<file path="src/core/meds_pkg.sv">
// package: register map, status bit layout and carrier types for the drive status block
package meds_pkg;

    // register indexes, byte address is four times the index
    localparam logic [7:0] MEDS_IDX_EMERG_ACCEL = 8'h20;
    localparam logic [7:0] MEDS_IDX_INPOS_WIN   = 8'h21;
    localparam logic [7:0] MEDS_IDX_INPOS_CNT   = 8'h22;
    localparam logic [7:0] MEDS_IDX_ERR_STAT    = 8'h23;
    // own registers: limits, mask, mode control, live events
    localparam logic [7:0] MEDS_IDX_WIND_LIM    = 8'h40;
    localparam logic [7:0] MEDS_IDX_FLW_MAX     = 8'h41;
    localparam logic [7:0] MEDS_IDX_FNC_MAX     = 8'h42;
    localparam logic [7:0] MEDS_IDX_SUP_LIM     = 8'h43;
    localparam logic [7:0] MEDS_IDX_IRQ_MASK    = 8'h44;
    localparam logic [7:0] MEDS_IDX_CTRL        = 8'h45;
    localparam logic [7:0] MEDS_IDX_LIVE        = 8'h46;

    // status bit positions
    localparam int MEDS_B_WIND  = 0;
    localparam int MEDS_B_FLW   = 1;
    localparam int MEDS_B_FNC   = 2;
    localparam int MEDS_B_SUP   = 3;
    localparam int MEDS_B_INPOS = 4;
    localparam int MEDS_B_ACC   = 5;
    localparam int MEDS_B_DEC   = 6;
    localparam int MEDS_B_PLIM  = 7;
    localparam int MEDS_B_FRAME = 8;
    localparam int MEDS_NBITS   = 9;

    // reset values
    localparam logic [31:0] MEDS_RST_LIMIT = 32'hFFFF_FFFF;
    localparam logic [31:0] MEDS_RST_ZERO  = 32'h0000_0000;
    localparam logic [31:0] MEDS_RST_CNT   = 32'h0000_0001;

    // stop phase length before passive, in control cycles
    localparam logic [7:0]  MEDS_STOP_CYCLES = 8'h10;

    // measured values from the control loop, one sample per control cycle
    typedef struct packed {
        logic [31:0] wind_accum;
        logic [31:0] follow_err;
        logic [31:0] func_err;
        logic [31:0] supply_accum;
        logic [31:0] pos_dev;
        logic [31:0] vel_dev;
        logic        vel_up;
        logic        vel_down;
        logic        pos_limit_hit;
        logic        frame_err;
    } meds_meas_type;

    // drive mode state machine, gray coded along run-stop-passive
    typedef enum logic [1:0] {
        MEDS_RUN     = 2'b00,
        MEDS_STOP    = 2'b01,
        MEDS_PASSIVE = 2'b11
    } meds_mode_type;

endpackage

</file>
<file path="src/core/meds_cmp.sv">
// limit comparator bank: one flag per measured value against its limit
`timescale 1ns/1ps
module meds_cmp #(
    parameter int W = 32
) (
    // values and limits
    input  wire logic [W-1:0] wind_accum,
    input  wire logic [W-1:0] wind_lim,
    input  wire logic [W-1:0] flw_val,
    input  wire logic [W-1:0] flw_max,
    input  wire logic [W-1:0] fnc_val,
    input  wire logic [W-1:0] fnc_max,
    input  wire logic [W-1:0] sup_accum,
    input  wire logic [W-1:0] sup_lim,
    // comparison results
    output logic              wind_over,
    output logic              flw_over,
    output logic              fnc_over,
    output logic              sup_over
);
    always_comb begin
        wind_over = wind_accum > wind_lim;
        flw_over  = (flw_max != '0) && (flw_val > flw_max);
        fnc_over  = fnc_val > fnc_max;
        sup_over  = sup_accum > sup_lim;
    end
endmodule

</file>
<file path="src/core/meds_top.sv">
// drive error and status word with avalon-mm register slave
//
// Chosen here: the Avalon-MM register port.
`timescale 1ns/1ps
module meds_top
    import meds_pkg::*;
#(
    parameter int CYCLE_DIV = 100
) (
    // clock and reset
    input  wire logic              mclk,
    input  wire logic              rst_b,
    // avalon-mm slave
    input  wire logic [9:0]        avs_address,
    input  wire logic              avs_read,
    input  wire logic              avs_write,
    input  wire logic [31:0]       avs_writedata,
    input  wire logic [3:0]        avs_byteenable,
    output logic [31:0]            avs_readdata,
    output logic                   avs_waitrequest,
    // control loop samples
    input  wire meds_pkg::meds_meas_type meas,
    // drive state and interrupt
    output meds_pkg::meds_mode_type mode_out,
    output logic [31:0]            emergency_accel,
    output logic                   irq
);
    import meds_pkg::*;

    // reset release through two flops
    // assertion is immediate, release comes two edges late, so no flop leaves
    // reset on an edge that lies close to the release of the pin
    logic rst_s1_q, rst_s2_q;
    always_ff @(posedge mclk or negedge rst_b) begin
        if (!rst_b) begin
            rst_s1_q <= 1'b0;
            rst_s2_q <= 1'b0;
        end else begin
            rst_s1_q <= 1'b1;
            rst_s2_q <= rst_s1_q;
        end
    end
    wire logic rst_n = rst_s2_q;

    // byte-lane merge, used for every writable register except the control register
    // lanes with a low enable keep their old byte
    function automatic logic [31:0] merge(input logic [31:0] old, input logic [31:0] nw,
                                          input logic [3:0] be);
        logic [31:0] r;
        r = old;
        for (int i = 0; i < 4; i++) begin
            if (be[i]) r[i*8 +: 8] = nw[i*8 +: 8];
        end
        return r;
    endfunction

    // control cycle divider: one-cycle tick
    // the tick is the only time base of the status logic: every limit compare and
    // every hit count moves on it, so all status bits share one sampling instant
    logic [15:0] div_q, div_d;
    logic        tick;
    always_comb begin
        tick  = (div_q == 16'(CYCLE_DIV - 1));
        div_d = tick ? 16'h0000 : div_q + 16'h0001;
    end
    always_ff @(posedge mclk or negedge rst_n) begin
        if (!rst_n) div_q <= 16'h0000;
        else        div_q <= div_d;
    end

    // software registers
    // limits reset to all ones, following max to zero which disables it, so that nothing fires before software sets them
    logic [31:0] accel_q, win_q, cnt_q, wlim_q, fmax_q, nmax_q, slim_q;
    logic [31:0] accel_d, win_d, cnt_d, wlim_d, fmax_d, nmax_d, slim_d;
    logic [MEDS_NBITS-1:0] mask_q, mask_d, stat_q, stat_d;
    logic        velmode_q, velmode_d;  // 1 = velocity mode
    logic        restart_d;             // write of ctrl bit 1 leaves passive

    // bus access: one wait state on every request, the answer follows in the next cycle
    // read data is captured at the end of the wait cycle, so it already stands
    // while waitrequest is low; a later capture would hand the master stale data
    logic [7:0]  idx;
    logic        acc_q, acc_d;  // high in the answer cycle
    logic        wr_go, rd_go;  // write lands, read clears, at the answer edge
    logic        rd_first;      // wait cycle of a read: read data captured here
    logic [31:0] rdata_q, rdata_d;
    assign idx      = avs_address[9:2];
    assign wr_go    = avs_write & acc_q;
    assign rd_go    = avs_read & acc_q;
    assign rd_first = avs_read & ~acc_q;
    assign avs_waitrequest = (avs_read | avs_write) & ~acc_q;
    assign avs_readdata    = rdata_q;

    // comparator results
    logic wind_over, flw_over, fnc_over, sup_over;
    meds_cmp #(.W(32)) u_cmp (
        .wind_accum (meas.wind_accum),
        .wind_lim   (wlim_q),
        .flw_val    (meas.follow_err),
        .flw_max    (fmax_q),
        .fnc_val    (meas.func_err),
        .fnc_max    (nmax_q),
        .sup_accum  (meas.supply_accum),
        .sup_lim    (slim_q),
        .wind_over  (wind_over),
        .flw_over   (flw_over),
        .fnc_over   (fnc_over),
        .sup_over   (sup_over)
    );

    // in-position / at-velocity hit counter
    logic [31:0] hits_q, hits_d;
    logic        in_win;
    logic        pos_ok;

    // drive mode machine
    meds_mode_type mode_q, mode_d;
    logic [7:0]    stop_q, stop_d;

    // live events this control cycle
    logic [MEDS_NBITS-1:0] ev;

    // register write and status next-state
    always_comb begin
        accel_d   = accel_q;
        win_d     = win_q;
        cnt_d     = cnt_q;
        wlim_d    = wlim_q;
        fmax_d    = fmax_q;
        nmax_d    = nmax_q;
        slim_d    = slim_q;
        mask_d    = mask_q;
        velmode_d = velmode_q;
        restart_d = 1'b0;
        acc_d     = (avs_read | avs_write) & ~acc_q;
        rdata_d   = rdata_q;
        // writes; the control register acts on lane 0 only
        // other lanes of a control write are ignored
        if (wr_go) begin
            if (idx == MEDS_IDX_EMERG_ACCEL) begin
                accel_d = merge(accel_q, avs_writedata, avs_byteenable);
            end else if (idx == MEDS_IDX_INPOS_WIN) begin
                win_d = merge(win_q, avs_writedata, avs_byteenable);
            end else if (idx == MEDS_IDX_INPOS_CNT) begin
                cnt_d = merge(cnt_q, avs_writedata, avs_byteenable);
            end else if (idx == MEDS_IDX_WIND_LIM) begin
                wlim_d = merge(wlim_q, avs_writedata, avs_byteenable);
            end else if (idx == MEDS_IDX_FLW_MAX) begin
                fmax_d = merge(fmax_q, avs_writedata, avs_byteenable);
            end else if (idx == MEDS_IDX_FNC_MAX) begin
                nmax_d = merge(nmax_q, avs_writedata, avs_byteenable);
            end else if (idx == MEDS_IDX_SUP_LIM) begin
                slim_d = merge(slim_q, avs_writedata, avs_byteenable);
            end else if (idx == MEDS_IDX_IRQ_MASK) begin
                mask_d = MEDS_NBITS'(merge({23'h0, mask_q}, avs_writedata, avs_byteenable));
            end else if (idx == MEDS_IDX_CTRL && avs_byteenable[0]) begin
                velmode_d = avs_writedata[0];
                restart_d = avs_writedata[1];
            end
        end
        // reads, captured in the wait cycle; unmapped reads as zero
        // the status word is taken with this cycle's tick merged in, so an event
        // landing between capture and clear is never lost
        if (rd_first) begin
            if (idx == MEDS_IDX_EMERG_ACCEL)    rdata_d = accel_q;
            else if (idx == MEDS_IDX_INPOS_WIN) rdata_d = win_q;
            else if (idx == MEDS_IDX_INPOS_CNT) rdata_d = cnt_q;
            else if (idx == MEDS_IDX_ERR_STAT)  rdata_d = {23'h0, stat_d};
            else if (idx == MEDS_IDX_WIND_LIM)  rdata_d = wlim_q;
            else if (idx == MEDS_IDX_FLW_MAX)   rdata_d = fmax_q;
            else if (idx == MEDS_IDX_FNC_MAX)   rdata_d = nmax_q;
            else if (idx == MEDS_IDX_SUP_LIM)   rdata_d = slim_q;
            else if (idx == MEDS_IDX_IRQ_MASK)  rdata_d = {23'h0, mask_q};
            else if (idx == MEDS_IDX_CTRL)      rdata_d = {28'h0, mode_q, 1'b0, velmode_q};
            else if (idx == MEDS_IDX_LIVE)      rdata_d = {23'h0, ev};
            else                                rdata_d = 32'h0000_0000;
        end
    end

    // in-window test: deviation magnitude against the window
    // the hit counter saturates instead of wrapping, so a long stay in the
    // window never drops the in-position bit again
    always_comb begin
        in_win = velmode_q ? (meas.vel_dev <= win_q)
                           : (meas.pos_dev <= win_q);
        hits_d = hits_q;
        if (tick) begin
            if (!in_win)              hits_d = 32'h0000_0000;
            else if (hits_q != '1)    hits_d = hits_q + 32'h0000_0001;
        end
        pos_ok = (hits_q >= cnt_q);
    end

    // events, sampled once per control cycle
    always_comb begin
        ev               = '0;
        ev[MEDS_B_WIND]  = wind_over;
        ev[MEDS_B_FLW]   = flw_over;
        ev[MEDS_B_FNC]   = fnc_over;
        ev[MEDS_B_SUP]   = sup_over;
        ev[MEDS_B_INPOS] = pos_ok;
        ev[MEDS_B_ACC]   = meas.vel_up;
        ev[MEDS_B_DEC]   = meas.vel_down;
        ev[MEDS_B_PLIM]  = meas.pos_limit_hit;
        ev[MEDS_B_FRAME] = meas.frame_err;
    end

    // sticky status: read clears, but a same-cycle set wins
    // bits 5 and 6 are not sticky: a read may clear them and the next tick
    // restores them, so they lag the velocity trend by at most one tick
    always_comb begin
        stat_d = stat_q;
        if (rd_go && idx == MEDS_IDX_ERR_STAT) stat_d = '0;
        if (tick) begin
            stat_d = stat_d | ev;
            // motion flags are levels, they follow the velocity trend
            stat_d[MEDS_B_ACC] = meas.vel_up;
            stat_d[MEDS_B_DEC] = meas.vel_down;
        end
    end

    // mode machine: limit hit forces stop, then passive on its own
    // the stop phase counts ticks, not clocks, so its length scales with the divider
    // a new limit hit during stop or passive does not restart the stop phase
    always_comb begin
        mode_d = mode_q;
        stop_d = stop_q;
        case (mode_q)
            MEDS_RUN: begin
                if (tick && meas.pos_limit_hit) begin
                    mode_d = MEDS_STOP;
                    stop_d = MEDS_STOP_CYCLES;
                end
            end
            MEDS_STOP: begin
                if (tick) begin
                    if (stop_q <= 8'h01) mode_d = MEDS_PASSIVE;
                    else                 stop_d = stop_q - 8'h01;
                end
            end
            MEDS_PASSIVE: begin
                // only software brings the drive back
                if (restart_d) mode_d = MEDS_RUN;
            end
            default: mode_d = MEDS_PASSIVE;
        endcase
    end

    // register all state
    always_ff @(posedge mclk or negedge rst_n) begin
        if (!rst_n) begin
            accel_q   <= MEDS_RST_ZERO;
            win_q     <= MEDS_RST_ZERO;
            cnt_q     <= MEDS_RST_CNT;
            wlim_q    <= MEDS_RST_LIMIT;
            fmax_q    <= MEDS_RST_ZERO;
            nmax_q    <= MEDS_RST_LIMIT;
            slim_q    <= MEDS_RST_LIMIT;
            mask_q    <= '0;
            velmode_q <= 1'b0;
            acc_q     <= 1'b0;
            rdata_q   <= MEDS_RST_ZERO;
            hits_q    <= MEDS_RST_ZERO;
            stat_q    <= '0;
            mode_q    <= MEDS_RUN;
            stop_q    <= 8'h00;
        end else begin
            accel_q   <= accel_d;
            win_q     <= win_d;
            cnt_q     <= cnt_d;
            wlim_q    <= wlim_d;
            fmax_q    <= fmax_d;
            nmax_q    <= nmax_d;
            slim_q    <= slim_d;
            mask_q    <= mask_d;
            velmode_q <= velmode_d;
            acc_q     <= acc_d;
            rdata_q   <= rdata_d;
            hits_q    <= hits_d;
            stat_q    <= stat_d;
            mode_q    <= mode_d;
            stop_q    <= stop_d;
        end
    end

    // outputs
    // irq comes from registers only, it falls just after the clearing read's answer edge
    assign irq             = |(stat_q & mask_q);
    assign mode_out        = mode_q;
    assign emergency_accel = accel_q;

endmodule

</file>
<file path="config.mk">
export PLATFORM = sky130hd
export DESIGN_NAME = meds_top
export DESIGN_NICKNAME = d
export VERILOG_FILES = /design/src/core/meds_pkg.sv /design/src/core/meds_cmp.sv /design/src/core/meds_top.sv
export SDC_FILE = /design/constraint.sdc
export NUM_CORES = 1
export LEC_CHECK = 0
export BUFFER_PORTS_ARGS = -buffer_cell sky130_fd_sc_hd__buf_2
export CAP_MARGIN = 25
export CORE_ASPECT_RATIO = 1.5
export CORE_MARGIN = 2
export CORE_UTILIZATION = 60
export CTS_CLUSTER_DIAMETER = 100
export DETAILED_ROUTE_END_ITERATION = 6
export MAX_ROUTING_LAYER = met4
export PLACE_DENSITY = 0.85
export SETUP_SLACK_MARGIN = 0.02
export SYNTH_ARGS = -nofsm -noshare
export SYNTH_HDL_FRONTEND = slang
export SYNTH_SLANG_ARGS = --single-unit
</file>
<file path="constraint.sdc">
create_clock -name mclk -period 17.7 [get_ports mclk]
set_input_delay 1.77 -clock mclk [delete_from_list [all_inputs] [get_ports mclk]]
set_output_delay 1.77 -clock mclk [all_outputs]
set_load 0.05 [all_outputs]
</file>
### Word level (Yosys, flattened, before mapping)

Index checks and enable logic that the tools add are counted.

* logic and storage cells: 166
* input bits: 246
* register bits: 336
* output and inout bits: 68

* equality and inequality tests: 21
* $add $sub $neg: 3
* $lt $le $gt $ge: 8
* bitwise operators: 16
* multiplexer cells: 36
* reduce and logical (&&, ||, !) cells: 42

Operators with widths (count)
* two-way mux 32 bit: 10
* greater-than comparator 32 bit: 4
* less-or-equal comparator 32 bit: 2
* equality test 8 x 7 -> 1 bit (second input constant): 7
* two-way mux 9 bit: 5
* AND reduction 9 bit: 4
* adder 32 x 1 -> 32 bit (second input constant): 1
* equality test 8 x 6 -> 1 bit (second input constant): 4
* >= comparator 32 bit: 1
* inequality test 32 bit (second input constant): 1
* AND reduction 8 bit: 4
* nonzero test 32 bit: 1
* AND reduction 10 bit: 3
* AND reduction 7 bit: 4
* two-way mux 8 bit: 3
* AND reduction 4 bit: 6
* AND reduction 6 bit: 4
* AND reduction 5 bit: 4
* adder 16 x 1 -> 16 bit (second input constant): 1
* equality test 16 x 7 -> 1 bit (second input constant): 1
* two-way mux 16 bit: 1
* case mux 8 bit (2 select lines): 1
* AND reduction 3 bit: 4
* two-way mux 1 bit: 11
* 18 further kinds: 39

### Depth between registers and ports, before layout

Gate-level depths: netlist of the first run.

* depth in word-level cells: 14
* depth in mapped cells: 10
* gate-level depth less buffers: 9

### Hierarchy

Synthesis of the first run repeated with hierarchy kept, for this count alone.

* cells, all modules: 1977
* area, all modules: 21020.2 um^2

By module, submodules not included
* meds_top: area each 17713.2 um^2, instances 1, seq. area each 8529.4 um^2, cells an instance 1517
* meds_cmp: area each 3306.9 um^2, instances 1, seq. area each 0.0 um^2, cells an instance 460

### Worst setup path before layout of the first run

No wires, ideal clock.

* path kind: input to output
* from: input port avs_write
* to: output port avs_waitrequest
* data required time: 15930 ps
* setup slack: 13227 ps
* data arrival time: 2703 ps
* stages: 3
* buffers on the path: 1
* path through: clkbuf_1 -> nor2_1 -> nor2_1

* word-level cells in the longest chain between the ends: 2

Ends and longest elaborated chain
* start: declaration: RTL line meds_top.sv:16 `input wire logic avs_write,`
* bitwise OR 1 bit: RTL line meds_top.sv:91 `assign avs_waitrequest = (avs_read | avs_write) & ~acc_q;`
* AND 1 bit: RTL line meds_top.sv:91
* end: declaration: RTL line meds_top.sv:20 `output logic avs_waitrequest,`

Every way passes these cells.

### Worst setup path after layout of the first run

* from: input port avs_address[2]
* to: register fmax_q[24]

* word-level cells in the longest chain between the ends: 3
* elaborated cells between the ends (all ways): 10
* classes of those cells: eq/ne: 5; bitwise: 4; reduce/logical: 1

Ends and longest elaborated chain
* start: declaration: RTL line meds_top.sv:14 `input wire logic [9:0] avs_address,`
* equality test 8 x 7 -> 1 bit, or another cell as far along: RTL line meds_top.sv:146 `end else if (idx == MEDS_IDX_WIND_LIM) begin`
* NOT 1 bit (no line)
* AND reduction 7 bit (no line) (*)
* end signal: assignment: RTL line meds_top.sv:272 `fmax_q <= fmax_d;`
* end: declaration: RTL line meds_top.sv:73 `logic [31:0] accel_q, win_q, cnt_q, wlim_q, fmax_q, nmax_q, slim_q;`

Every way passes the cells marked *; elsewhere a longest branch is shown, timed or not.
A chain may end at the register's enable or synchronous reset.

==> results of run 1 <==
==> area by class of cell <==
type | count | area, sq um | share of cell area [%]
multi-input cells | 1522 | 11500 | 47.2
flip-flops and latches | 336 | 8530 | 35.0
repair buffers | 326 | 1730 | 7.11
clock inverters | 14 | 151 | 0.622
well taps | 473 | 592 | 2.43
clock buffers | 47 | 1050 | 4.33
diodes | 7 | 17.5 | 0.0719
inverters | 211 | 792 | 3.25
==> layout by cell type (no fill, tap or decap), types with 24 or more instances in the layout <==
master     instances
nand2b_1          34
mux4_2            24
nor2_1           119
xor2_1            33
a221oi_1          29
a21o_1            40
a21oi_1          109
dfstp_2           97
buf_2            310
o31ai_1           28
nand4_1           64
nand2_1          214
nand3_1           48
inv_1            211
ha_1             232
dfrtp_1          238
clkbuf_16         38
o21ai_0          143
mux2_2           144
==> report_power, final <==
group          leakage, nW  internal (mW)  switching, mW  total (mW)
Sequential            4.12          0.791         0.0221       0.813
Clock                0.593          0.462          0.318       0.780
Combinational         7.04         0.0847          0.136       0.221
Total                 11.8           1.34          0.476        1.81
==> stage by stage <==
| step | setup WS [ns] | instances |
|---|---|---|
| global placement | 12.93 | 2865 |
| detailed placement | 12.82 | 2865 |
| global route | 13.02 | 2936 |
| finish | 13.15 | 2936 |
| floorplan | 7.81 | 2134 |
| CTS | 13.34 | 2926 |
==> layer usage <==
metal,up-vias,track usage (%),part of all wire [%],routed length [um]
li1,8277,-,-,-
met2,982,59.3,48,32000
met1,9000,44.2,37,24500
met5,-,-,0,0
met4,0,23.7,7.3,4840
met3,261,5.19,7.6,5030
==> worst max-delay path: stages <==
cell	delay, ns
buf_2	0.24
buf_4	0.71
nor2b_1	0.77
nand2_1	0.32
nor2_1	0.80
nand2_1	0.18
o21ai_0	0.12
==> logic make-up after synthesis <==
group	Yosys count	share of synthesized area [%]
and+or+nand+nor	596	13.7
AOI/OAI and AO/OA	468	14.2
DFF	336	40.4
xor gates and xnor gates	50	2.07
buffers and inverters	276	5.32
adders and majority gates	232	13.7
muxes	175	10.6
other	1	0.0177
==> registers in the layout (all words and copies together), names as in the netlist <==
register,flops
velmode_q,1
stat_q,9
win_q,32
wlim_q,32
avs_readdata,32
fmax_q,32
slim_q,32
mask_q,9
rst_s1_q,1
cnt_q,32
stop_q,8
nmax_q,32
rst_n,1
hits_q,32
mode_out,2
emergency_accel,32
div_q,16
acc_q,1
==> path summary, 6_finish.rpt <==
| check | startpoint | to | slack [ns] | depth (start not counted) |
|---|---|---|---|---|
| worst max-delay path | avs_address[2] | fmax_q[24]$_DFFE_PN0P_ | 13.15 | 7 |
| worst min-delay path | rst_n$_DFF_PN0_ | fmax_q[31]$_DFFE_PN0P_ | 0.33 | 0 |
| worst max register to register | nmax_q[27]$_DFFE_PN1P_ | avs_readdata[2]$_DFFE_PN0P_ | 14.33 | 8 |
| worst min register to register | rst_n$_DFF_PN0_ | fmax_q[31]$_DFFE_PN0P_ | 0.33 | 0 |
| max in group asynchronous | rst_n$_DFF_PN0_ | slim_q[25]$_DFFE_PN1P_ | 15.64 | 3 |
| min in group mclk | rst_s1_q$_DFF_PN0_ | rst_n$_DFF_PN0_ | 0.35 | 0 |
==> results.toml, run 1 <==
[run_status]
status = "completed"

[final_layout]
stdcell_area_sq_um = 24400
fillers = 2614
utilization_pct = 69.8
nets = 2909
areaGrowthSynthToFinish_pct = 15.3
drive_gt1_share_pct = 27.6

[die]
ios = 314
fp-row-count = 84
start_util_pct = 60.6
core_area_sq_um = 34900
die_h_um = 234
die_area_sq_um = 36800
dieWidth_um = 157

[clocking]
clock-sinks = 336
root_buffer = "clkbuf_16"
clk_pin_slew_ns = 0.06
max-clock-path-buffers = 3
htreeDepth = 2
cts_tree = "done"
clk_latency_ns = 0.54
cts-resized-gates = 0
numCtsBuffers = 34
postCtsSetupBuffers = 0
hold_buffers = 0

[synth]
synth_cell_type_count = 78
synth_area_sq_um = 21100
synth_nets = 2612
ys_seq_area_share_pct = 40.4
synth.area.top_cells = "dfrtp_1, ha_1, dfstp_2"
yosys.area.top_type = "dfrtp_1"
yosys.area.top_type_share_pct = 28.3
synthCells = 2134
synth_edf_count = 0
yosysWarnings = 0
yosys.cell_count.top_type = "dfrtp_1"
syn-mean-instance-area_sq_um = 9.90
ys_seq_elements = 336
ys.flop_type = "dfrtp_1"
async_flop_share_pct = 100
synth_common_cells = "dfrtp_1, ha_1, nand2_1"

[detailed_routing]
dr_total_vias = 18500
drt_iter0_drc = 1504
first_pass_iters = 6
wl_per_cell_um = 22.6
drt_wl_total_um = 66300
vias_per_cell = 6.31
drc = 0
ant_nets = 0

[worst_setup_path]
cp-start-kind = "primary input"
cp_max_fo = 65
crit_type = "primary input to register"
cp.arrival_ns = 5.01
crit_path_end_kind = "register"
crit_required_ns = 18.15

[power]
p_leak_nw = 11.8
finalPower_mw = 1.81
p_per_area_nw_per_um2 = 74.5
peakVddDrop_v = 0.0000527

[sta]
tns_ns = 0
skew_ns = 0.0216
slew_viol_final = 0
hold_viol_final = 0
setup_viol = 0
whs_ns = 0.329
slew_headroom_pct = 25.2
fmax_ghz = 0.220
rsz0062_at_grt = "no"
tightestPinTransition_ns = 1.11
fin_crit_sh_pct = 25.7
fin_crit_ns = 4.55

[placement]
io_buffers = 311
placed_area_sq_um = 23100
dp_hpwl_um = 51100
routabilityCongestion = 0.997

[grt]
grt_pass1_vias = 18500
grt_max_degree = 85
antenna_found_initial = 7
grt_overflow = 0
grt_pass1_wl_um = 101000
grt_usage_pct = 37.1

[worst_hold_path]
hp-class = "register to async pin"

[job]
maxCapViolations = 0
No activity file was read; power rests on OpenSTA's default activity.
==> inputs of run 2 (changes only) <==
--- a/config.mk
+++ b/config.mk
@@ -9,11 +9,11 @@
 export CAP_MARGIN = 25
 export CORE_ASPECT_RATIO = 1.5
 export CORE_MARGIN = 2
-export CORE_UTILIZATION = 60
+export CORE_UTILIZATION = 53
 export CTS_CLUSTER_DIAMETER = 100
 export DETAILED_ROUTE_END_ITERATION = 6
 export MAX_ROUTING_LAYER = met4
-export PLACE_DENSITY = 0.85
+export PLACE_DENSITY = 0.8
 export SETUP_SLACK_MARGIN = 0.02
 export SYNTH_ARGS = -nofsm -noshare
 export SYNTH_HDL_FRONTEND = slang
==> constraint.sdc (replaced) <==
create_clock -name mclk -period 3.8 [get_ports mclk]
set_input_delay 0.38 -clock mclk [delete_from_list [all_inputs] [get_ports mclk]]
set_output_delay 0.38 -clock mclk [all_outputs]
set_load 0.05 [all_outputs]
==> run 2 against run 1 <==
Against the previous run:
- the flow now finishes with violations (design-rule violations)
- global-route usage shrank 4.1 points
- clock power grew to 4.7 times the previous value
- power grew to 4.7 times the previous value
- die area grew 13%
- sequential share of layout area shrank 0.12 points
- final cell count grew 1.3%
- routed wire length grew 1.9%
- worst setup slack lost 12 ns
- sequential power grew to 4.6 times the previous value
- first-iteration DRC count shrank 5.7%
- critical path type is now register to register
- largest power group unchanged
- highest routed layer unchanged
==> results.toml, run 2 (synthesis gave the netlist of run 1 again) <==
[clocking]
cts_tree = "done"
max-clock-path-buffers = 3
clock-sinks = 336
clk_pin_slew_ns = 0.07
numCtsBuffers = 35
clk_latency_ns = 0.54
postCtsSetupBuffers = 0
root_buffer = "clkbuf_16"
htreeDepth = 2
cts-resized-gates = 0

[placement]
io_buffers = 311
post-place-cells = 2908
dp_hpwl_um = 53500
routabilityCongestion = 0.974

[detailed_routing]
drt_wl_total_um = 67600
drc = 7
wl_per_cell_um = 22.7
ant_nets = 0
dr_total_vias = 18200
first_pass_iters = 7
vias_per_cell = 6.11
drt_iter0_drc = 1419

[worst_setup_path]
crit_type = "register to register"
cp-start-kind = "register"
cp_max_fo = 5
crit_path_end_kind = "register"
cp.arrival_ns = 3.37
crit_required_ns = 4.20
cp_slowest_cell = "a2111oi_0"
max_stage_delay_ns = 0.69
crit_path_cell_trace = "ha_1 -> a21o_1 -> a21o_1 -> a2111oi_0 -> o32ai_1 -> a2111oi_0 -> o31a_1 -> o21ai_0"

[die]
die_area_sq_um = 41500
core_area_sq_um = 39300
die_h_um = 249
dieWidth_um = 167
ios = 314
start_util_pct = 53.8
fp-row-count = 89

[final_layout]
final_common_cell = "buf_2"
utilization_pct = 62.2
areaGrowthSynthToFinish_pct = 15.7
nets = 2924
finalNonFillerCells = 2974
drive_gt1_share_pct = 27.7
layout_common_cells = "buf_2, dfrtp_1, ha_1, nand2_1, inv_1"

[sta]
tightestPinTransition_ns = 0.982
fin_crit_ns = 2.97
rsz0062_at_grt = "no"
slew_viol_final = 0
fin_crit_sh_pct = 78.1
skew_ns = 0.0230
tns_ns = 0
fmax_ghz = 0.337
setup_viol = 0
slew_headroom_pct = 34.5
hold_viol_final = 0

[grt]
grt_usage_pct = 33.0
grt_max_degree = 163
grt_overflow = 0
grt_pass1_vias = 18600
grt_pass1_wl_um = 104000
antenna_found_initial = 2

[run_status]
status = "finished, violations left"
violations = "design-rule violations"

[power]
p_leak_nw = 11.8
peakVddDrop_v = 0.000252
finalPower_mw = 8.47
p_per_area_nw_per_um2 = 347

[worst_hold_path]
hp-class = "primary input to register"

[job]
maxCapViolations = 0
-- run 2: worst max-delay path: cells and delay by family, from the launching register on --
family / cells / cell delay [ns]
AO/OA/AOI/OAI: 7 / 2.10
adder cells (fa/ha/maj): 1 / 0.31
flip-flops: 1 / 0.43
-- run 2: per-layer routing --
layer | up-vias | track usage, % | routed length, um
met4 | 0 | 16.2 | 3740
li1 | 8302 | - | -
met5 | - | - | 0
met3 | 180 | 4.30 | 4020
met1 | 8988 | 39.5 | 26300
met2 | 704 | 55.0 | 33500
-- run 2: layout make-up --
cell class                 instances  area [sq um]
fill                            3284         14900
clock buffer                      52          1010
timing repair buffer             340          1800
inverter                         211           792
multi-input combinational       1522         11500
antenna                            2          5.00
sequential                       336          8530
tap                              500           626
clock inverter                    11           181
-- run 2: path summary, 6_finish.rpt --
path | startpoint | end | slack (ns) | depth (start not counted)
max in group asynchronous | rst_n$_DFF_PN0_ | stop_q[6]$_DFFE_PN0P_ | 2.56 | 1
min | avs_writedata[1] | wlim_q[1]$_DFFE_PN1P_ | 0.12 | 3
max | hits_q[17]$_DFFE_PN0P_ | stat_q[4]$_DFF_PN0_ | 0.83 | 8
min reg2reg | rst_s1_q$_DFF_PN0_ | rst_n$_DFF_PN0_ | 0.36 | 0
min in group asynchronous | rst_b | rst_n$_DFF_PN0_ | 0.17 | 2
max reg2reg | hits_q[17]$_DFFE_PN0P_ | stat_q[4]$_DFF_PN0_ | 0.83 | 8
-- run 2: timing repair --
item / in CTS / in global routing
endpoints found under the hold margin: 2 / 0
hold buffers: 1 / 0
setup endpoints to repair: 0 / 0
-- run 2: stage by stage --
| step | worst slack [ns] | hold WS (ns) | cell area, sq um |
|---|---|---|---|
| 6_report | 0.834 | 0.121 | 24400 |
| 5_1_grt | 0.710 | 0.119 | 24400 |
| 4_1_cts | 0.807 | 0.105 | 24400 |
| 3_5_place_dp | 0.824 | 0.176 | 23200 |
| 3_3_place_gp | 0.948 | 0.175 | 23200 |
| 2_1_floorplan | 0.528 | 0.0844 | 21100 |
-- run 2: power breakdown --
group | leakage, nW | switching, mW | internal (mW) | total [mW]
clock | 0.586 | 1.47 | 2.19 | 3.66
sequential | 4.12 | 0.0955 | 3.69 | 3.78
combinational | 7.10 | 0.642 | 0.391 | 1.03
total | 11.8 | 2.20 | 6.27 | 8.47
